--- config.mk ---
export PLATFORM = sky130hd
export DESIGN_NAME = asp_top
export DESIGN_NICKNAME = d
export VERILOG_FILES = /design/src/rtl/asp_top.v
export VERILOG_INCLUDE_DIRS = /design/src /design/src/inc
export SDC_FILE = /design/constraint.sdc
export NUM_CORES = 1
export LEC_CHECK = 0
export ABC_AREA = 1
export BUFFER_PORTS_ARGS = -buffer_cell sky130_fd_sc_hd__buf_4
export CAP_MARGIN = 20
export CORE_UTILIZATION = 60
export DETAILED_ROUTE_END_ITERATION = 8
export GPL_TIMING_DRIVEN = 0
export PLACE_DENSITY = 0.81
export RECOVER_POWER = 50
export SYNTH_ARGS = -nofsm -noshare
export SYNTH_HDL_FRONTEND = slang
export SYNTH_SLANG_ARGS = --single-unit
--- constraint.sdc ---
create_clock -name clk -period 5.91 [get_ports clk]
set_input_delay 0.8865 -clock clk [delete_from_list [all_inputs] [get_ports clk]]
set_output_delay 0.8865 -clock clk [all_outputs]
set_load 0.02 [all_outputs]
--- src/inc/asp_consts.vh ---
// Purpose: Shared constants of the asynchronous serial port register block.
// Assumes: Register indices sit at byte address four times the index.
// Notes: Included by bare name.
`ifndef ASP_CONSTS_VH
`define ASP_CONSTS_VH
`define ASP_IDX_RXCS 16'hfed0
`define ASP_IDX_TXCF 16'hfed1
`define ASP_IDX_BAUD 16'hfed2
`define ASP_IDX_TXHB 16'hfed3
`define ASP_IDX_RXHB 16'hfed4
`define ASP_RST_BYTE 8'h00
`define ASP_RXCS_BSEL 7
`define ASP_RXCS_SDET 6
`define ASP_RXCS_RUN 5
`define ASP_RXCS_SERR 4
`define ASP_RXCS_SPARE 3
`define ASP_RXCS_NINTH 2
`define ASP_RXCS_END 1
`define ASP_RXCS_IE 0
`define ASP_TXCF_RUN 7
`define ASP_TXCF_LEN9 6
`define ASP_TXCF_OE 5
`define ASP_TXCF_PP 4
`define ASP_TXCF_LEN7 3
`define ASP_TXCF_NINTH 2
`define ASP_TXCF_EMPTY 1
`define ASP_TXCF_IE 0
`define ASP_BAUD_STEP 14'd3
`define ASP_BAUD_MUL_HI 5
`define ASP_BAUD_MUL_LO 3
`define ASP_RESP_OKAY 2'b00
`define ASP_RESP_SLVERR 2'b10
`endif

--- src/rtl/asp_top.v ---
// Purpose: Full-duplex asynchronous serial port with AXI4-Lite register access.
// Assumes: One clock cycle is one CPU cycle; rx_pin is synchronous to clk.
// Notes: Frame timing uses a thirds accumulator so bit periods average n+1 times 8/3 or 32/3 cycles.
// Notes on behaviour
// RULE1 - Bit period (n+1)*32/3 or (n+1)*8/3 cycles.
// RULE2 - Falling rx edge starts reception when detection enabled.
// RULE3 - Enabling detection with rx low starts immediately.
// RULE4 - Running flag self-clears; software clear aborts reception.
// RULE5 - Abort sets end, copies partial data, flags.
// RULE6 - Low stop bit sets sticky stop error.
// RULE7 - Nine-bit length stores ninth received bit.
// RULE8 - Reception end sets end flag, fills buffer.
// RULE9 - Starts ignored while a reception is running.
// RULE10 - Receive interrupt when enable and end flag.
// RULE11 - Run bit starts frame; clearing aborts immediately.
// RULE12 - Continuous transmit leaves one-cycle gap between frames.
// RULE13 - Control write at frame end blocks restart.
// RULE14 - Length codes give nine, eight, seven bits.
// RULE15 - Output enable gates data onto transmit pin.
// RULE16 - Drive type select: push-pull or open drain.
// RULE17 - Nine-bit frames send the stored ninth bit.
// RULE18 - Start copies buffer; empty flag next cycle.
// RULE19 - Cleared empty flag restarts transmit at frame end.
// RULE20 - Transmit interrupt when enable and empty flag.
// RULE21 - Baud counter resets while both directions idle.
// RULE22 - Seven-bit receive writes zero buffer MSB.
// RULE23 - Seven to nine data bits, LSB first.
// RULE24 - One stop bit, two when continuous.
// RULE25 - Each received bit sampled near its middle.
// RULE26 - Low start, data, high stops, one period each.
//
// The AXI4-Lite slave port was chosen for this implementation.
`timescale 1ns/1ps
`include "asp_consts.vh"
module asp_top #(
  parameter AW = 18
) (
  input wire clk,
  input wire srst,
  input wire [AW-1:0] s_axi_awaddr,
  input wire s_axi_awvalid,
  output wire s_axi_awready,
  input wire [31:0] s_axi_wdata,
  input wire [3:0] s_axi_wstrb,
  input wire s_axi_wvalid,
  output wire s_axi_wready,
  output reg [1:0] s_axi_bresp,
  output reg s_axi_bvalid,
  input wire s_axi_bready,
  input wire [AW-1:0] s_axi_araddr,
  input wire s_axi_arvalid,
  output wire s_axi_arready,
  output reg [31:0] s_axi_rdata,
  output reg [1:0] s_axi_rresp,
  output reg s_axi_rvalid,
  input wire s_axi_rready,
  input wire rx_pin,
  output reg tx_pin_o,
  output reg tx_pin_oe_n,
  output wire rx_irq,
  output wire tx_irq
);
  localparam TX_IDLE = 3'b001;
  localparam TX_SEND = 3'b010;
  localparam TX_EMPT = 3'b100;

  reg [7:0] rxcs_r;
  reg [7:0] txcf_r;
  reg [7:0] baud_r;
  reg [7:0] txhb_r;
  reg [7:0] rxhb_r;
  reg aw_have_r;
  reg w_have_r;
  reg [AW-1:0] aw_addr_r;
  reg [31:0] w_data_r;
  reg w_strb0_r;
  reg [13:0] tx_acc_r;
  reg [13:0] rx_acc_r;
  reg rx_prev_r;
  reg [10:0] rx_sh_r;
  reg [3:0] rx_cnt_r;
  reg rx_last_r;
  reg rx_plast_r;
  reg [2:0] tx_st_r;
  reg [10:0] tx_sh_r;
  reg [3:0] tx_cnt_r;
  reg tx_extra_r;

  // Write channel: address and data may arrive in either order.
  wire aw_take = s_axi_awvalid & s_axi_awready;
  wire w_take = s_axi_wvalid & s_axi_wready;
  assign s_axi_awready = ~aw_have_r & ~s_axi_bvalid;
  assign s_axi_wready = ~w_have_r & ~s_axi_bvalid;
  wire do_wr = (aw_have_r | aw_take) & (w_have_r | w_take) & ~s_axi_bvalid;
  wire [AW-1:0] wa = aw_have_r ? aw_addr_r : s_axi_awaddr;
  wire [31:0] wd = w_have_r ? w_data_r : s_axi_wdata;
  wire ws = w_have_r ? w_strb0_r : s_axi_wstrb[0];
  wire [15:0] widx = wa[17:2];
  wire wr_ok = do_wr & (wa[1:0] == 2'b00) & (widx >= `ASP_IDX_RXCS) & (widx <= `ASP_IDX_RXHB);
  wire wr_en = wr_ok & ws;
  wire wr_rxcs = wr_en & (widx == `ASP_IDX_RXCS);
  wire wr_txcf = wr_en & (widx == `ASP_IDX_TXCF);
  wire wr_baud = wr_en & (widx == `ASP_IDX_BAUD);
  wire wr_txhb = wr_en & (widx == `ASP_IDX_TXHB);
  wire wr_rxhb = wr_en & (widx == `ASP_IDX_RXHB);

  always @(posedge clk)
  begin
    if (srst)
    begin
      aw_have_r <= 1'b0;
      w_have_r <= 1'b0;
      aw_addr_r <= {AW{1'b0}};
      w_data_r <= 32'h0;
      w_strb0_r <= 1'b0;
      s_axi_bvalid <= 1'b0;
      s_axi_bresp <= `ASP_RESP_OKAY;
    end
    else
    begin
      if (aw_take)
        aw_addr_r <= s_axi_awaddr;
      if (w_take)
      begin
        w_data_r <= s_axi_wdata;
        w_strb0_r <= s_axi_wstrb[0];
      end
      if (do_wr)
      begin
        aw_have_r <= 1'b0;
        w_have_r <= 1'b0;
        s_axi_bvalid <= 1'b1;
        s_axi_bresp <= wr_ok ? `ASP_RESP_OKAY : `ASP_RESP_SLVERR;
      end
      else
      begin
        if (aw_take)
          aw_have_r <= 1'b1;
        if (w_take)
          w_have_r <= 1'b1;
        if (s_axi_bvalid & s_axi_bready)
          s_axi_bvalid <= 1'b0;
      end
    end
  end

  // Read channel answers one cycle after the address is taken.
  assign s_axi_arready = ~s_axi_rvalid;
  wire [15:0] ridx = s_axi_araddr[17:2];
  always @(posedge clk)
  begin
    if (srst)
    begin
      s_axi_rvalid <= 1'b0;
      s_axi_rdata <= 32'h0;
      s_axi_rresp <= `ASP_RESP_OKAY;
    end
    else if (s_axi_arvalid & s_axi_arready)
    begin
      s_axi_rvalid <= 1'b1;
      s_axi_rresp <= `ASP_RESP_OKAY;
      s_axi_rdata <= 32'h0;
      if (s_axi_araddr[1:0] != 2'b00)
        s_axi_rresp <= `ASP_RESP_SLVERR;
      else if (ridx == `ASP_IDX_RXCS)
        s_axi_rdata <= {24'h0, rxcs_r};
      else if (ridx == `ASP_IDX_TXCF)
        s_axi_rdata <= {24'h0, txcf_r};
      else if (ridx == `ASP_IDX_BAUD)
        s_axi_rdata <= {24'h0, baud_r};
      else if (ridx == `ASP_IDX_TXHB)
        s_axi_rdata <= {24'h0, txhb_r};
      else if (ridx == `ASP_IDX_RXHB)
        s_axi_rdata <= {24'h0, rxhb_r};
      else
        s_axi_rresp <= `ASP_RESP_SLVERR;
    end
    else if (s_axi_rready)
      s_axi_rvalid <= 1'b0;
  end

  // Baud limit in thirds of a cycle; the accumulator gains three per cycle.
  wire [8:0] n1 = {1'b0, baud_r} + 9'h1;
  wire [13:0] lim = rxcs_r[`ASP_RXCS_BSEL] ? {n1, 5'h0} : {2'h0, n1, 3'h0}; // [RULE1]
  wire len9 = txcf_r[`ASP_TXCF_LEN9] & ~txcf_r[`ASP_TXCF_LEN7]; // [RULE14]
  wire len7 = txcf_r[`ASP_TXCF_LEN7] & ~txcf_r[`ASP_TXCF_LEN9]; // [RULE14]
  wire [3:0] dlen = len9 ? 4'd9 : (len7 ? 4'd7 : 4'd8); // [RULE23]
  wire [3:0] flen = dlen + 4'd2;

  wire rx_run = rxcs_r[`ASP_RXCS_RUN];
  wire tx_run = txcf_r[`ASP_TXCF_RUN];
  wire [13:0] tx_acc_add = tx_acc_r + `ASP_BAUD_STEP;
  wire tx_tick = tx_acc_add >= lim;
  always @(posedge clk)
  begin
    if (srst)
      tx_acc_r <= 14'h0;
    else if ((~rx_run & ~tx_run) | (tx_st_r == TX_IDLE))
      tx_acc_r <= 14'h0; // [RULE21] [RULE26]
    else if (tx_tick)
      tx_acc_r <= tx_acc_add - lim; // [RULE1]
    else
      tx_acc_r <= tx_acc_add;
  end

  // Receive engine.
  wire [13:0] rx_acc_add = rx_acc_r + `ASP_BAUD_STEP;
  wire rx_tick = rx_run & (rx_acc_add >= lim);
  wire [10:0] rx_sh_nxt = {rx_pin, rx_sh_r[10:1]};
  wire [3:0] rx_cnt_nxt = rx_cnt_r + 4'd1;
  wire rx_done = rx_tick & (rx_cnt_nxt == flen);
  wire rx_abort = wr_rxcs & ~wd[`ASP_RXCS_RUN] & rx_run & ~rx_done; // [RULE4]
  wire [10:0] rx_src = rx_done ? rx_sh_nxt : rx_sh_r;
  wire [7:0] rx_data = len9 ? rx_src[8:1] : (len7 ? {1'b0, rx_src[9:3]} : rx_src[9:2]); // [RULE22]
  wire sdet_rise = wr_rxcs & wd[`ASP_RXCS_SDET] & ~rxcs_r[`ASP_RXCS_SDET];
  wire rx_fall = rx_prev_r & ~rx_pin;
  wire rx_start = ~rx_run & ((rxcs_r[`ASP_RXCS_SDET] & rx_fall) | (sdet_rise & ~rx_pin)); // [RULE2] [RULE3] [RULE9]
  wire rx_fin = rx_done | rx_abort;

  always @(posedge clk)
  begin
    if (srst)
    begin
      rx_prev_r <= 1'b1;
      rx_acc_r <= 14'h0;
      rx_sh_r <= 11'h0;
      rx_cnt_r <= 4'h0;
      rx_last_r <= 1'b1;
      rx_plast_r <= 1'b1;
    end
    else
    begin
      rx_prev_r <= rx_pin;
      if (rx_start)
      begin
        rx_acc_r <= {1'b0, lim[13:1]}; // [RULE25]
        rx_cnt_r <= 4'h0;
        rx_sh_r <= 11'h0;
        rx_last_r <= 1'b1;
        rx_plast_r <= 1'b1;
      end
      else if (rx_tick)
      begin
        rx_acc_r <= rx_acc_add - lim; // [RULE25]
        rx_sh_r <= rx_sh_nxt; // [RULE23]
        rx_cnt_r <= rx_cnt_nxt;
        rx_last_r <= rx_pin;
        rx_plast_r <= rx_last_r;
      end
      else if (rx_run)
        rx_acc_r <= rx_acc_add;
    end
  end

  // Receive-side control register; hardware set wins over software clear.
  always @(posedge clk)
  begin
    if (srst)
    begin
      rxcs_r <= `ASP_RST_BYTE;
      rxhb_r <= `ASP_RST_BYTE;
      baud_r <= `ASP_RST_BYTE;
    end
    else
    begin
      if (wr_baud)
        baud_r <= wd[7:0];
      if (wr_rxcs)
      begin
        rxcs_r[`ASP_RXCS_BSEL] <= wd[`ASP_RXCS_BSEL];
        rxcs_r[`ASP_RXCS_SDET] <= wd[`ASP_RXCS_SDET];
        rxcs_r[`ASP_RXCS_SERR] <= wd[`ASP_RXCS_SERR];
        rxcs_r[`ASP_RXCS_SPARE] <= wd[`ASP_RXCS_SPARE];
        rxcs_r[`ASP_RXCS_NINTH] <= wd[`ASP_RXCS_NINTH];
        rxcs_r[`ASP_RXCS_END] <= wd[`ASP_RXCS_END];
        rxcs_r[`ASP_RXCS_IE] <= wd[`ASP_RXCS_IE];
        rxcs_r[`ASP_RXCS_RUN] <= rx_run & wd[`ASP_RXCS_RUN]; // [RULE4]
      end
      if (wr_rxhb)
        rxhb_r <= wd[7:0];
      if (rx_start)
        rxcs_r[`ASP_RXCS_RUN] <= 1'b1; // [RULE2] [RULE3]
      if (rx_fin)
      begin
        rxcs_r[`ASP_RXCS_RUN] <= 1'b0; // [RULE4]
        rxcs_r[`ASP_RXCS_END] <= 1'b1; // [RULE8] [RULE5]
        rxhb_r <= rx_data; // [RULE8] [RULE5]
      end
      if (rx_done & ~rx_sh_nxt[10])
        rxcs_r[`ASP_RXCS_SERR] <= 1'b1; // [RULE6]
      if (rx_done & len9)
        rxcs_r[`ASP_RXCS_NINTH] <= rx_sh_nxt[9]; // [RULE7]
      if (rx_abort)
      begin
        if (~rx_last_r)
          rxcs_r[`ASP_RXCS_SERR] <= 1'b1; // [RULE5]
        rxcs_r[`ASP_RXCS_NINTH] <= rx_plast_r; // [RULE5]
      end
    end
  end

  // Transmit engine.
  wire [3:0] tx_cnt_nxt = tx_cnt_r + 4'd1;
  wire tx_empty = txcf_r[`ASP_TXCF_EMPTY];
  wire tx_sending = tx_st_r == TX_SEND;
  wire tx_abort = wr_txcf & ~wd[`ASP_TXCF_RUN] & tx_run & tx_sending; // [RULE11]
  wire tx_end = tx_sending & tx_tick & ~tx_abort &
    (((tx_cnt_nxt == flen) & (tx_empty | tx_extra_r)) | (tx_cnt_nxt == flen + 4'd1)); // [RULE24]
  wire tx_again = tx_end & tx_extra_r & ~wr_txcf; // [RULE12] [RULE13] [RULE19]
  wire tx_load = (tx_st_r == TX_IDLE) & tx_run;
  wire [10:0] tx_frame = len9 ? {1'b1, txcf_r[`ASP_TXCF_NINTH], txhb_r, 1'b0} : // [RULE17]
    (len7 ? {3'b111, txhb_r[6:0], 1'b0} : {2'b11, txhb_r, 1'b0}); // [RULE26]

  always @(posedge clk)
  begin
    if (srst)
    begin
      tx_st_r <= TX_IDLE;
      tx_sh_r <= 11'h7ff;
      tx_cnt_r <= 4'h0;
      tx_extra_r <= 1'b0;
    end
    else
    begin
      case (tx_st_r)
        TX_IDLE:
        begin
          if (tx_load)
          begin
            tx_sh_r <= tx_frame; // [RULE18]
            tx_cnt_r <= 4'h0;
            tx_extra_r <= 1'b0;
            tx_st_r <= TX_EMPT;
          end
        end
        TX_EMPT, TX_SEND:
        begin
          tx_st_r <= TX_SEND;
          if (tx_abort | ~tx_run | tx_end)
          begin
            tx_st_r <= TX_IDLE; // [RULE11] [RULE12]
            tx_sh_r <= 11'h7ff;
          end
          else if (tx_tick)
          begin
            tx_sh_r <= {1'b1, tx_sh_r[10:1]}; // [RULE23] [RULE26]
            tx_cnt_r <= tx_cnt_nxt;
            if ((tx_cnt_nxt == flen) & ~tx_empty)
              tx_extra_r <= 1'b1; // [RULE24]
          end
        end
        default:
          tx_st_r <= TX_IDLE;
      endcase
    end
  end

  // Transmit-side control register.
  always @(posedge clk)
  begin
    if (srst)
    begin
      txcf_r <= `ASP_RST_BYTE;
      txhb_r <= `ASP_RST_BYTE;
    end
    else
    begin
      if (wr_txhb)
        txhb_r <= wd[7:0];
      if (wr_txcf)
        txcf_r <= wd[7:0]; // [RULE11]
      if (tx_st_r == TX_EMPT)
        txcf_r[`ASP_TXCF_EMPTY] <= 1'b1; // [RULE18]
      if (tx_end)
        txcf_r[`ASP_TXCF_RUN] <= tx_again; // [RULE11] [RULE12] [RULE13] [RULE19]
    end
  end

  // Pin drive; output enable is active low.
  always @(posedge clk)
  begin
    if (srst)
    begin
      tx_pin_o <= 1'b1;
      tx_pin_oe_n <= 1'b1;
    end
    else
    begin
      tx_pin_o <= tx_sh_r[0];
      if (~txcf_r[`ASP_TXCF_OE])
        tx_pin_oe_n <= 1'b1; // [RULE15]
      else if (txcf_r[`ASP_TXCF_PP])
        tx_pin_oe_n <= 1'b0; // [RULE16]
      else
        tx_pin_oe_n <= tx_sh_r[0]; // [RULE16]
    end
  end

  assign rx_irq = rxcs_r[`ASP_RXCS_IE] & rxcs_r[`ASP_RXCS_END]; // [RULE10]
  assign tx_irq = txcf_r[`ASP_TXCF_IE] & tx_empty; // [RULE20]
endmodule // asp_top

# ---- After elaboration in Yosys (flattened, before gate mapping)
# Cells that the tools add are included.
dict set report classes {
  addsub 9
  magnitude_cmp 4
  eq_ne 21
  muxes 62
  n_bitwise 73
  n_reduce_logical 22
}
# cell count
set ops {}
lappend ops {{== test 16 bit, second input constant} 10}
lappend ops {{two-way mux 8 bit} 12}
lappend ops {{two-way mux 14 bit} 4}
lappend ops {{AND 1 bit} 47}
lappend ops {{two-way mux 11 bit} 3}
lappend ops {{adder 14 x 2 -> 14 bit, second input constant} 2}
lappend ops {{greater-or-equal comparator 14 bit} 2}
lappend ops {{subtractor 14 bit} 2}
lappend ops {{one-hot mux 11 bit (2 select lines)} 1}
lappend ops {{two-way mux 10 bit} 2}
lappend ops {{two-way mux 4 bit} 5}
lappend ops {{nonzero test 2 bit} 10}
lappend ops {{two-way mux 1 bit} 19}
lappend ops {{two-way mux 18 bit} 1}
lappend ops {{NOT 1 bit} 17}
lappend ops {{greater-or-equal comparator 16 bit, second input constant} 1}
lappend ops {{less-or-equal comparator 16 bit, second input constant} 1}
lappend ops {{two-way mux 2 bit} 8}
lappend ops {{two-way mux 13 bit} 1}
lappend ops {{adder 4 x 1 -> 4 bit, second input constant} 3}
lappend ops {{== test 4 bit} 3}
lappend ops {{OR reduction 2 bit} 6}
lappend ops {{adder 8 x 1 -> 9 bit, second input constant} 1}
lappend ops {{two-way mux 9 bit} 1}
lappend ops {{17 further kinds} 29}
dict set report word_totals {
  register_bits 174
  in_bits 80
  wordCells 226
}

# ---- Logic depth before layout (Yosys ltp)
# Gate-level depths: netlist (run 1).
dict set report depth {
  word_depth 20
  ltp_mapped 28
  depth_no_buf 28
}

# ---- Worst setup path after synthesis (run 1)
# OpenSTA, ideal clock, no wires.
dict set report synth_timing {
  path_kind {flip-flop to flip-flop}
  start {register rx_acc_r[0]}
  end {register rx_acc_r[11]}
  setup_ps 128
  arrival_ps 3094
  t_required_ps 5782
  path_slack_ps 2689
  path_stages_with_launch 23
  synth_period_minus_slack_ps 3221
  path_cell_list {dfxtp_1 > inv_1 > a21oi_1 > nand3_1 > nor2_1 > nand4_1 > or3_1 > xor2_1 > inv_1 > ha_1 > nand2_1 > nor3_1 > nand3b_1 > nor2_1 > nor2_1 > nand2_1 > buf_4 > nand2_4 > buf_2 > o21ai_0 > o21ai_1 > a21oi_1 > nor2_1}
}
dict set report synth_via {
  elab_chain_len 5
  word_cells_on_any_way 8
  classes_between {add/sub (2); order compare (1); mux (3); bitwise (1); reduce/logical (1)}
}
# element line
set synth_rtl {}
lappend synth_rtl {{from (decl)} asp_top.v:78} ;# reg [13:0] rx_acc_r;
lappend synth_rtl {{from (signal assigned)} asp_top.v:236} ;# rx_acc_r <= {1'b0, lim[13:1]};
lappend synth_rtl {{from (signal assigned)} asp_top.v:244} ;# rx_acc_r <= rx_acc_add - lim;
lappend synth_rtl {{from (signal assigned)} asp_top.v:251} ;# rx_acc_r <= rx_acc_add;
lappend synth_rtl {{adder 14 x 2 -> 14 bit (no line) *} -}
lappend synth_rtl {{greater-or-equal comparator 14 bit} asp_top.v:208} ;# wire rx_tick = rx_run & (rx_acc_add >= lim);
lappend synth_rtl {{AND 1 bit} asp_top.v:208}
lappend synth_rtl {{two-way mux 14 bit} asp_top.v:242} ;# else if (rx_tick)
lappend synth_rtl {{two-way mux 13 bit} asp_top.v:234} ;# if (rx_start)
# Mark *: on every way between the ends. The rest lies on a longest branch, timed or not. The select of a mux whose other input is x is not followed.
# A chain may end at the register's enable or synchronous reset.

# ---- Final worst setup path (run 1)
dict set report layout_timing {
  start {register rx_acc_r[0]}
  end {register rx_acc_r[9]}
}
# Same word-level chain as after synthesis.

==> run_results.csv, run 1 <==
group,metric,value,unit
global_route,grt_max_degree,17,
timing,finalSetupTns,0,ns
logic_synthesis,ys_seq_area_frac,0.3219,
power,pwr-share-clk,0.479,
finish,final_util,0.7173,
outcome,violations,"design-rule violations",
critical_path,crit_chain,"inv_1, a21oi_1, nand3_1, nor2_1, nand4_1, or3_1, xor2_1, inv_1, ha_1, nand2_1, nor3_1, nand3b_1, nor2_1, nor2_1, nand2_1, buf_4, nand2_4, inv_1, buf_4, o21ai_0, o21ai_1, a21oi_1, nor2_1",
critical_path,max_stage_delay,0.37,ns
finish,antenna_cells,0,
min_path,hold_class,"reg2reg",
floorplan,coreArea,14640,sq um
cts,cts_buffers,17,
floorplan,io_pins,125,
critical_path,cp.arrival,4.14,ns
routing,vias_per_cell,5.481,
finish,num-fill-cells,1312,
power,p_sw,0.6511,mW
routing,wirelength_met1,10200,microns
floorplan,die-area,15630,sq um
floorplan,initial_core_util,0.6201,
cts,holdBufCountCts,0,
routing,num_vias,8961,
timing,max-slew-margin-rel,0.3664,
timing,hold_viol,0,
power,powerDensity,248.6,nW/um^2
power,comb_power_share,0.123,
logic_synthesis,synth_edf_count,0,
logic_synthesis,ys_ff_latch,146,
logic_synthesis,avgSynthCellArea,6.849,sq um
min_path,hold-path-endpoint,"tx_pin_oe_n",
min_path,hold_path_depth,1,
power,p_int,1.960,mW
timing,final.min_clock_period,3.830,ns
routing,highest_layer,"met4",
timing,grt_setup_unrepaired,"no",
critical_path,cp_common_cell,"nor2_1",
floorplan,fp-row-count,44,
routing,drt_iter0_drc,733,
critical_path,r2r-end,"rx_acc_r[9]",
logic_synthesis,async_flop_share,0,
critical_path,crit_slowest_cell,"or3_1",
floorplan,fp.dieW,125.0,microns
critical_path,critPathTopFamily,"simple AND/OR/NAND/NOR gates",
global_route,first_global_vias,8320,
placement,place_hpwl,17890,microns
global_route,grt.total_usage,0.3080,
power,power_frac_seq,0.398,
routing,drc_errors,10,
placement,dpl_cell_area,9931,sq um
finish,stdcell_area,10500,sq um
timing,clock_skew,0.007065,ns
global_route,antenna_found_initial,0,
critical_path,worstSetupEndpointType,"flip-flop",
logic_synthesis,syn_inst,1326,
critical_path,crit_buf_inv,5,
flow_run,drv_cap,0,
critical_path,start_kind,"flip-flop",
cts,path_clk_slew,0.06,ns
cts,cts.sinks,146,
global_route,grt_pass1_wl,38860,microns
finish,layout-drive-gt1-share,0.1323,
floorplan,die_h,125.0,microns
min_path,holdCritStartpoint,"txcf_r[5]",
routing,wl_met3,1738,microns
cts,htree_levels,4,
finish,instances_no_fill,1635,
outcome,status,"complete, but fails checks",
critical_path,rrSetupSlack,2.08,ns
cts,tritoncts,"done",
power,total_power,2.611,mW
power,power.leakage,4.625,nW
critical_path,ff2ff_path_depth,23,
placement,gp_congestion,0.9645,
routing,dr_wl_met2,11160,microns
power,switching_share,0.2494,
logic_synthesis,synthFlopType,"dfxtp_1",
routing,wl_per_cell,14.54,microns
cts,root_buffer,"clkbuf_16",
critical_path,crit_type,"reg2reg",
cts,ctsResizeCount,0,
logic_synthesis,yosysWarningCount,0,
routing,drt_pass1_iterations,8,
cts,clk_path_buf_depth,2,
logic_synthesis,netlist_area,9081,sq um
routing,drt-total-wl,23770,microns
timing,fmax,0.2611,GHz
timing,fin_crit_sh,0.6480,
critical_path,r2r_start,"rx_acc_r[0]",
critical_path,critPathRequiredTime,6.22,ns
cts,post_cts_buffers,0,
finish,num-nets-final,1552,
timing,finalSetupViolations,0,
global_route,grt-ovfl-total,0,
power,ir_drop,0.2064,mV
logic_synthesis,synth_cell_types,57,
cts,clk-insertion-delay-late,0.43,ns
timing,tightest_slew,0.9432,ns
placement,io_buffer_count,70,
timing,drv_slew,0,
routing,drt.antenna.violating_nets,0,
placement,placedCellCount,1605,
finish,areaGrowthSynthToFinish,15.67,%
critical_path,path_max_fanout,10,
## layout make-up
class / instances / area (sq um) / share of cell area
buffer: 63 / 404.1 / 0.03848
clock buffer: 21 / 480.5 / 0.04574
clock inverter: 9 / 201.4 / 0.01918
inverter: 160 / 603.1 / 0.05742
multi-input combinational: 982 / 5204 / 0.4954
sequential: 146 / 2923 / 0.2783
tap: 184 / 230.2 / 0.02192
timing repair buffer: 70 / 457.9 / 0.04360
## worst reg2reg max path, cell delays in order (launching register included)
cell,delay [ns]
dfxtp_1,0.36
inv_1,0.08
a21oi_1,0.24
nand3_1,0.16
nor2_1,0.15
nand4_1,0.18
or3_1,0.37
xor2_1,0.17
inv_1,0.07
ha_1,0.31
nand2_1,0.13
nor3_1,0.06
nand3b_1,0.09
nor2_1,0.05
nor2_1,0.08
nand2_1,0.09
buf_4,0.19
nand2_4,0.12
inv_1,0.07
buf_4,0.17
o21ai_0,0.23
o21ai_1,0.15
a21oi_1,0.15
nor2_1,0.05
## kinds of logic after synthesis
group           after synthesis  synth area share
fa+ha+maj                    32           0.04574
other cells                   1         0.0004129
buf+inv                     223            0.1117
flops                       146            0.3219
simple gates                565            0.2815
compound gates              310            0.1915
xor+xnor                     49           0.04726
## per-layer routing
| metal | track usage | vias up |
|---|---|---|
| met5 | 0 | - |
| met4 | 0.1320 | 0 |
| met3 | 0.07445 | 58 |
| met2 | 0.5301 | 310 |
| met1 | 0.3655 | 4052 |
| li1 | - | 4541 |
## flip-flops by register name (all words and copies together), names as in the netlist, 10 cells and up
| signal | flops |
|---|---|
| aw_addr_r | 18 |
| rx_acc_r | 14 |
| tx_acc_r | 14 |
| rx_sh_r | 10 |
| tx_sh_r | 10 |
## power by group through the flow
stage | logic, mW | clock network [mW] | registers, mW
global placement | 0.317 | 0 | 1.06
floorplan | 0.218 | 0 | 1.06
finish | 0.321 | 1.25 | 1.04
global route | 0.354 | 1.30 | 1.04
CTS | 0.324 | 1.26 | 1.04
detailed placement | 0.322 | 0 | 1.06
## per-stage QoR
stage	setup slack [ns]	hold slack [ns]
3_3_place_gp	2.199	0.3957
2_1_floorplan	2.689	0.3806
6_report	2.080	0.4125
3_5_place_dp	2.156	0.3989
4_1_cts	2.098	0.4120
5_1_grt	1.662	0.4476
## worst max-delay path by stage
stage	startpoint	to	slack [ns]	cells after the start
6_report	rx_acc_r[0]	rx_acc_r[9]	2.08	23
5_1_grt	tx_acc_r[0]	tx_sh_r[0]	1.66	25
4_1_cts	tx_acc_r[0]	tx_sh_r[1]	2.10	25
3_5_place_dp	tx_acc_r[0]	tx_sh_r[1]	2.16	25
3_3_place_gp	rx_acc_r[0]	rx_acc_r[3]	2.20	24
2_1_floorplan	rx_acc_r[0]	rx_acc_r[11]	2.69	22
## cells in the final DEF (no fill, tap or decap), types with 17 or more instances in the layout
cell,Yosys,layout
nand2_1,253,257
inv_1,148,149
dfxtp_1,146,146
nor2_1,136,139
o21ai_0,120,120
a21oi_1,118,118
buf_4,34,82
nand3_1,72,72
clkbuf_1,17,40
xor2_1,33,33
ha_1,30,30
conb_1,1,26
o211ai_1,25,25
nand4_1,17,18
clkbuf_16,0,17
## Yosys cell counts, types with 2 or more instances
cell / n / area, sq um
nand2_4: 8 / 90.09
nand3_2: 5 / 50.05
clkinv_1: 3 / 11.26
a211oi_1: 5 / 37.54
nand2_1: 253 / 949.7
o31ai_1: 2 / 15.01
buf_2: 5 / 25.02
o21ai_0: 120 / 600.6
inv_2: 8 / 30.03
xor2_1: 33 / 289.0
nand4_1: 17 / 106.4
ha_1: 30 / 375.4
nor2_1: 136 / 510.5
o221ai_1: 5 / 43.79
dfxtp_1: 146 / 2923
buf_4: 34 / 255.2
nand3_1: 72 / 360.4
o21ai_4: 2 / 32.53
inv_1: 148 / 555.5
buf_6: 4 / 45.04
a31oi_1: 3 / 18.77
o21bai_1: 2 / 15.01
nor2_4: 2 / 22.52
or2_0: 2 / 12.51
xnor2_1: 16 / 140.1
nor3b_1: 2 / 15.01
nor3_1: 15 / 75.07
buf_1: 2 / 7.510
or2_2: 15 / 93.84
a21boi_0: 2 / 15.01
o21ai_1: 14 / 70.07
nand2_2: 13 / 81.33
o21ai_2: 3 / 26.28
o22ai_1: 2 / 12.51
a21oi_1: 118 / 590.6
fa_1: 2 / 40.04
clkbuf_1: 17 / 63.81
nor3_2: 3 / 30.03
o211ai_1: 25 / 187.7
nor2_2: 15 / 93.84
No activity file was read; power rests on OpenSTA's default activity.
==> run 2, diff against run 1 <==
--- a/config.mk
+++ b/config.mk
@@ -9,10 +9,10 @@
 export ABC_AREA = 1
 export BUFFER_PORTS_ARGS = -buffer_cell sky130_fd_sc_hd__buf_4
 export CAP_MARGIN = 20
-export CORE_UTILIZATION = 60
+export CORE_UTILIZATION = 53
 export DETAILED_ROUTE_END_ITERATION = 8
 export GPL_TIMING_DRIVEN = 0
-export PLACE_DENSITY = 0.81
+export PLACE_DENSITY = 0.75
 export RECOVER_POWER = 50
 export SYNTH_ARGS = -nofsm -noshare
 export SYNTH_HDL_FRONTEND = slang
==> constraint.sdc (replaced) <==
create_clock -name clk -period 3.3 [get_ports clk]
set_input_delay 0.495 -clock clk [delete_from_list [all_inputs] [get_ports clk]]
set_output_delay 0.495 -clock clk [all_outputs]
set_load 0.02 [all_outputs]
==> run_results.csv, run 2 (same netlist as run 1, synthesis figures left out) <==
group,metric,value,unit
critical_path,start_kind,"flip-flop",
routing,highest_layer,"met4",
power,total_power,4.311,mW
cts,tritoncts,"done",
placement,dpl_cell_area,9976,sq um
global_route,grt-ovfl-total,0,
min_path,hold_path_depth,3,
critical_path,worstSetupEndpointType,"flip-flop",
cts,holdBufCountCts,0,
critical_path,r2r-end,"rx_sh_r[6]",
timing,final.min_clock_period,3.426,ns
timing,fin_crit_sh,1.038,
routing,num_vias,9407,
critical_path,critPathRequiredTime,3.67,ns
floorplan,initial_core_util,0.5457,
cts,clk-insertion-delay-late,0.44,ns
placement,io_buffer_count,70,
placement,placedCellCount,1641,
routing,drt.antenna.violating_nets,0,
timing,holdWs,0.3079,ns
floorplan,fp-row-count,47,
min_path,hold_class,"in2reg",
timing,max-slew-margin-rel,0.4371,
flow_run,drv_cap,0,
finish,antenna_cells,0,
routing,wl_met3,1551,microns
power,power.leakage,5.003,nW
cts,htree_levels,4,
timing,worst_slack,-0.1262,ns
timing,fmax,0.2919,GHz
placement,place_hpwl,18290,microns
cts,root_buffer,"clkbuf_16",
finish,reg_top3,"aw_addr_r (18), rx_acc_r (14), tx_acc_r (14)",
placement,gp_congestion,0.9411,
critical_path,path_max_fanout,6,
critical_path,r2r_start,"rx_acc_r[0]",
outcome,status,"complete, but fails checks",
placement,place_ws,-0.6273,ns
global_route,antenna_found_initial,0,
floorplan,coreArea,16640,sq um
floorplan,die-area,17660,sq um
routing,drt_iter0_drc,652,
global_route,grt_pass1_wl,40100,microns
routing,drt_pass1_iterations,5,
cts,cts_buffers,17,
finish,final_util,0.6927,
critical_path,rrSetupSlack,-0.13,ns
timing,hold_viol,0,
routing,drt-total-wl,26290,microns
finish,largest_reg_flops,18,
timing,grt_setup_unrepaired,"yes",
critical_path,crit_start,"rx_acc_r[0]",
floorplan,die_h,132.9,microns
finish,regMostFlops,"aw_addr_r",
finish,layout-drive-gt1-share,0.2490,
timing,clock_skew,0.01238,ns
routing,wirelength_met1,10790,microns
routing,dr_wl_met2,13140,microns
floorplan,fp.dieW,132.9,microns
timing,tightest_slew,0.8379,ns
global_route,first_global_vias,8320,
global_route,grt_max_degree,17,
global_route,grt.total_usage,0.2842,
floorplan,io_pins,125,
critical_path,crit_type,"reg2reg",
finish,layout_common_cells,"228 x nand2_1, 138 x inv_1, 136 x dfxtp_1",
timing,finalSetupViolations,35,
cts,path_clk_slew,0.07,ns
power,powerDensity,374.0,nW/um^2
routing,vias_per_cell,5.488,
timing,finalSetupTns,-1.776,ns
critical_path,ff2ff_path_depth,23,
outcome,violations,"negative setup slack",
critical_path,timing.critical_path.to,"rx_sh_r[6]",
finish,instances_no_fill,1714,
routing,drc_errors,0,
finish,num-nets-final,1593,
critical_path,cp.arrival,3.80,ns
power,ir_drop,0.3919,mV
finish,areaGrowthSynthToFinish,26.94,%
timing,drv_slew,0,
cts,clk_path_buf_depth,2,
routing,wl_per_cell,15.34,microns
finish,layout_commonest_cell,"nand2_1",
cts,cts.sinks,146,
finish,stdcell_area,11530,sq um
==> run 2: cell types whose count changed in the layout (fill, tap and decap cells not counted), moves of 11 or more <==
cell / before / now
o21ai_2: 3 / 25
nand2_2: 11 / 29
o21ai_0: 120 / 84
a21oi_1: 118 / 94
o21ai_1: 14 / 27
nand2_1: 257 / 228
buf_4: 82 / 107
a21oi_2: 0 / 23
inv_1: 149 / 138
==> run 2: repair_timing <==
item | in CTS | in global routing
pin swaps | 38 | 52
setup buffers | 17 | 18
resized for setup | 106 | 119
cloned | 3 | 3
endpoints found under the setup margin | 64 | 65
==> run 2: where the power goes <==
group	total, mW	switching, mW	internal [mW]
clock network	1.88	0.883	0.995
logic	0.575	0.382	0.193
registers	1.86	0.0314	1.83
==> run 2: critical path, cell delays in order, from the launching register on <==
cell      delay, ns
dfxtp_2        0.34
inv_2          0.05
buf_4          0.12
ha_1           0.24
nor2_4         0.15
nand3_1        0.15
nor2_1         0.14
xor2_1         0.18
inv_1          0.11
ha_4           0.32
nand2_4        0.07
nor3_4         0.18
nand3b_1       0.11
nor2_2         0.18
nor2_2         0.06
nand2_4        0.10
buf_6          0.14
nand2_8        0.08
inv_4          0.07
buf_8          0.11
buf_12         0.12
buf_8          0.11
o21ai_1        0.08
a21oi_1        0.14
==> run 2: final cells by class <==
cell class	count	area, sq um
fill	1415	5115
timing repair buffer	110	849.6
inverter	160	620.6
clock inverter	15	135.1
sequential	146	2935
clock buffer	17	425.4
tap	220	275.3
buffer	62	457.9
multi-input combinational	984	5828
==> run 2: how the worst min path moves through the flow <==
stage                     to        startpoint
6_report       aw_addr_r[15]  s_axi_awaddr[15]
5_1_grt            rx_prev_r            rx_pin
4_1_cts            rx_prev_r            rx_pin
3_5_place_dp     tx_pin_oe_n         txcf_r[5]
3_3_place_gp     tx_pin_oe_n         txcf_r[5]
2_1_floorplan    tx_pin_oe_n         txcf_r[5]
==> run 2: routing by layer <==
layer | GRT usage | vias up
met5 | 0 | -
met3 | 0.04713 | 69
met1 | 0.3503 | 4353
met2 | 0.4924 | 353
met4 | 0.1105 | 0
li1 | - | 4632
==> run 3, diff against run 2 <==
--- a/config.mk
+++ b/config.mk
@@ -7,7 +7,7 @@
 export NUM_CORES = 1
 export LEC_CHECK = 0
 export ABC_AREA = 1
-export BUFFER_PORTS_ARGS = -buffer_cell sky130_fd_sc_hd__buf_4
+export BUFFER_PORTS_ARGS = -buffer_cell sky130_fd_sc_hd__buf_2
 export CAP_MARGIN = 20
 export CORE_UTILIZATION = 53
 export DETAILED_ROUTE_END_ITERATION = 8
==> run_results.csv, run 3 (same netlist as run 1, synthesis figures left out) <==
group,metric,value,unit
finish,antenna_cells,0,
global_route,grt_pass1_wl,40240,microns
cts,cts_buffers,17,
power,total_power,4.356,mW
timing,finalSetupViolations,30,
cts,cts.sinks,146,
finish,areaGrowthSynthToFinish,26.94,%
power,ir_drop,0.3880,mV
global_route,grt-ovfl-total,0,
finish,reg_top3,"aw_addr_r (18), rx_acc_r (14), tx_acc_r (14)",
timing,worst_slack,-0.1536,ns
min_path,hold_class,"in2reg",
min_path,hold-path-endpoint,"w_strb0_r",
floorplan,io_pins,125,
timing,clock_skew,0.01692,ns
routing,drt-total-wl,26550,microns
critical_path,crit_type,"reg2reg",
placement,place_hpwl,18060,microns
cts,holdBufCountCts,0,
floorplan,fp-row-count,47,
global_route,grt.total_usage,0.2847,
routing,wl_per_cell,15.39,microns
routing,drt_iter0_drc,717,
floorplan,initial_core_util,0.5457,
min_path,hold_path_depth,3,
finish,num-nets-final,1604,
placement,gp_congestion,0.9713,
cts,clk_path_buf_depth,2,
finish,multiInputGateArea,5821,sq um
finish,layout_common_cells,"229 x nand2_1, 141 x inv_1, 138 x dfxtp_1",
timing,fmax,0.2896,GHz
floorplan,die-area,17660,sq um
finish,seqCellArea,2935,sq um
finish,layout-drive-gt1-share,0.2472,
critical_path,cp_common_cell,"buf_6",
routing,drc_errors,0,
min_path,holdCritStartpoint,"s_axi_wstrb[0]",
timing,final.min_clock_period,3.454,ns
timing,max-slew-margin-rel,0.4117,
cts,htree_levels,4,
placement,place_ws,-0.6216,ns
power,powerDensity,377.9,nW/um^2
placement,dpl_cell_area,9801,sq um
critical_path,path_max_fanout,7,
finish,layout_commonest_cell,"nand2_1",
timing,fin_crit_sh,1.047,
critical_path,r2r-end,"rx_sh_r[4]",
critical_path,r2r_start,"rx_acc_r[1]",
routing,drt_pass1_iterations,7,
finish,largest_reg_flops,18,
routing,num_vias,9464,
critical_path,crit_slowest_cell,"or3_4",
floorplan,fp.dieW,132.9,microns
critical_path,critPathRequiredTime,3.66,ns
placement,io_buffer_count,70,
critical_path,start_kind,"flip-flop",
outcome,violations,"negative setup slack",
global_route,grt_max_degree,19,
critical_path,rrSetupSlack,-0.15,ns
power,power.leakage,5.040,nW
critical_path,ff2ff_path_depth,23,
outcome,status,"complete, but fails checks",
routing,vias_per_cell,5.486,
timing,drv_slew,0,
routing,drt.antenna.violating_nets,0,
critical_path,max_stage_delay,0.41,ns
cts,tritoncts,"done",
timing,hold_viol,0,
finish,regMostFlops,"aw_addr_r",
flow_run,drv_cap,0,
critical_path,crit_start,"rx_acc_r[1]",
finish,stdcell_area,11530,sq um
global_route,antenna_found_initial,0,
critical_path,crit_chain,"inv_4, a21oi_4, nand3_2, nor2_2, nand4_1, or3_4, xor2_4, inv_2, ha_4, nand2_4, nor3_4, nand3b_1, nor2_2, nor2_1, nand2_2, buf_6, nand2_8, inv_4, buf_8, buf_6, buf_6, o21ai_2, a21oi_1",
finish,num-fill-cells,1384,
timing,tightest_slew,0.8757,ns
global_route,first_global_vias,8422,
floorplan,coreArea,16640,sq um
timing,grt_setup_unrepaired,"yes",
cts,clk-insertion-delay-late,0.45,ns
cts,path_clk_slew,0.07,ns
critical_path,cp.arrival,3.82,ns
floorplan,die_h,132.9,microns
cts,root_buffer,"clkbuf_16",
critical_path,worstSetupEndpointType,"flip-flop",
[run 3: cell types whose count changed in the layout (fill, tap and decap cells not counted), sizes merged]
cell      before  now
buf          132  142
clkinv         6   12
inv          167  162
clkbuf        57   58
clkinvlp       2    1
nand2        274  275
o21ai        140  139
[run 3: routing by layer]
metal  GRT usage  routed length [microns]  vias up  share of wire
met5           0                        0        -              0
li1            -                        -     4654              -
met4      0.1156                      847        0          0.032
met3     0.05594                     1790       84          0.067
met1      0.3428                    10700     4334           0.40
met2      0.4945                    13210      392           0.50
[run 3: power by group]
part	leakage (nW)	internal, mW	switching [mW]	total, mW
Combinational	3.56	0.170	0.380	0.550
Sequential	1.19	1.83	0.0308	1.86
Clock	0.290	1.02	0.929	1.95
[run 3: timing repair]
item	CTS	global route
endpoints found under the setup margin	64	66
buffers inserted	23	24
cloned	3	2
pin swaps	30	58
gates resized for setup	71	144
[run 3: critical path: cells and delay by family (launching register included)]
family                   cells  cell delay, ns
AND/OR/NAND/NOR             11            1.53
buffers and inverters        7            0.71
AO/OA/AOI/OAI                3            0.35
flip-flops                   1            0.34
adder cells (fa/ha/maj)      1            0.29
XOR/XNOR                     1            0.16
[run 3: worst max path at each step]
stage	end	slack, ns	depth (start not counted)
after floorplan	rx_acc_r[11]	0.08	22
after CTS	rxhb_r[5]	-0.04	22
final	rx_sh_r[4]	-0.15	23
after global routing	rxhb_r[3]	-0.37	23
after global placement	rx_acc_r[3]	-0.57	24
after detailed placement	rx_acc_r[3]	-0.62	24
[run 3: cell type report]
class,count,share of cell area
clock inverters,15,0.01563
plain buffers,62,0.03864
well taps,220,0.02388
flip-flops and latches,146,0.2546
multi-input cells,984,0.5049
inverters,160,0.05514
clock buffers,17,0.03690
repair buffers,121,0.07023
[run 3: per-stage QoR]
stage                       util  TNS, ns  instances  hold WS [ns]
after detailed placement  0.5889   -24.29       1641        0.3896
after CTS                 0.6515  -0.2014       1699        0.3003
after global placement    0.5889   -21.13       1641        0.3988
after global routing      0.6927   -11.81       1725        0.3135
after floorplan                -        0       1351        0.3806
final                     0.6927   -2.229       1725        0.3103
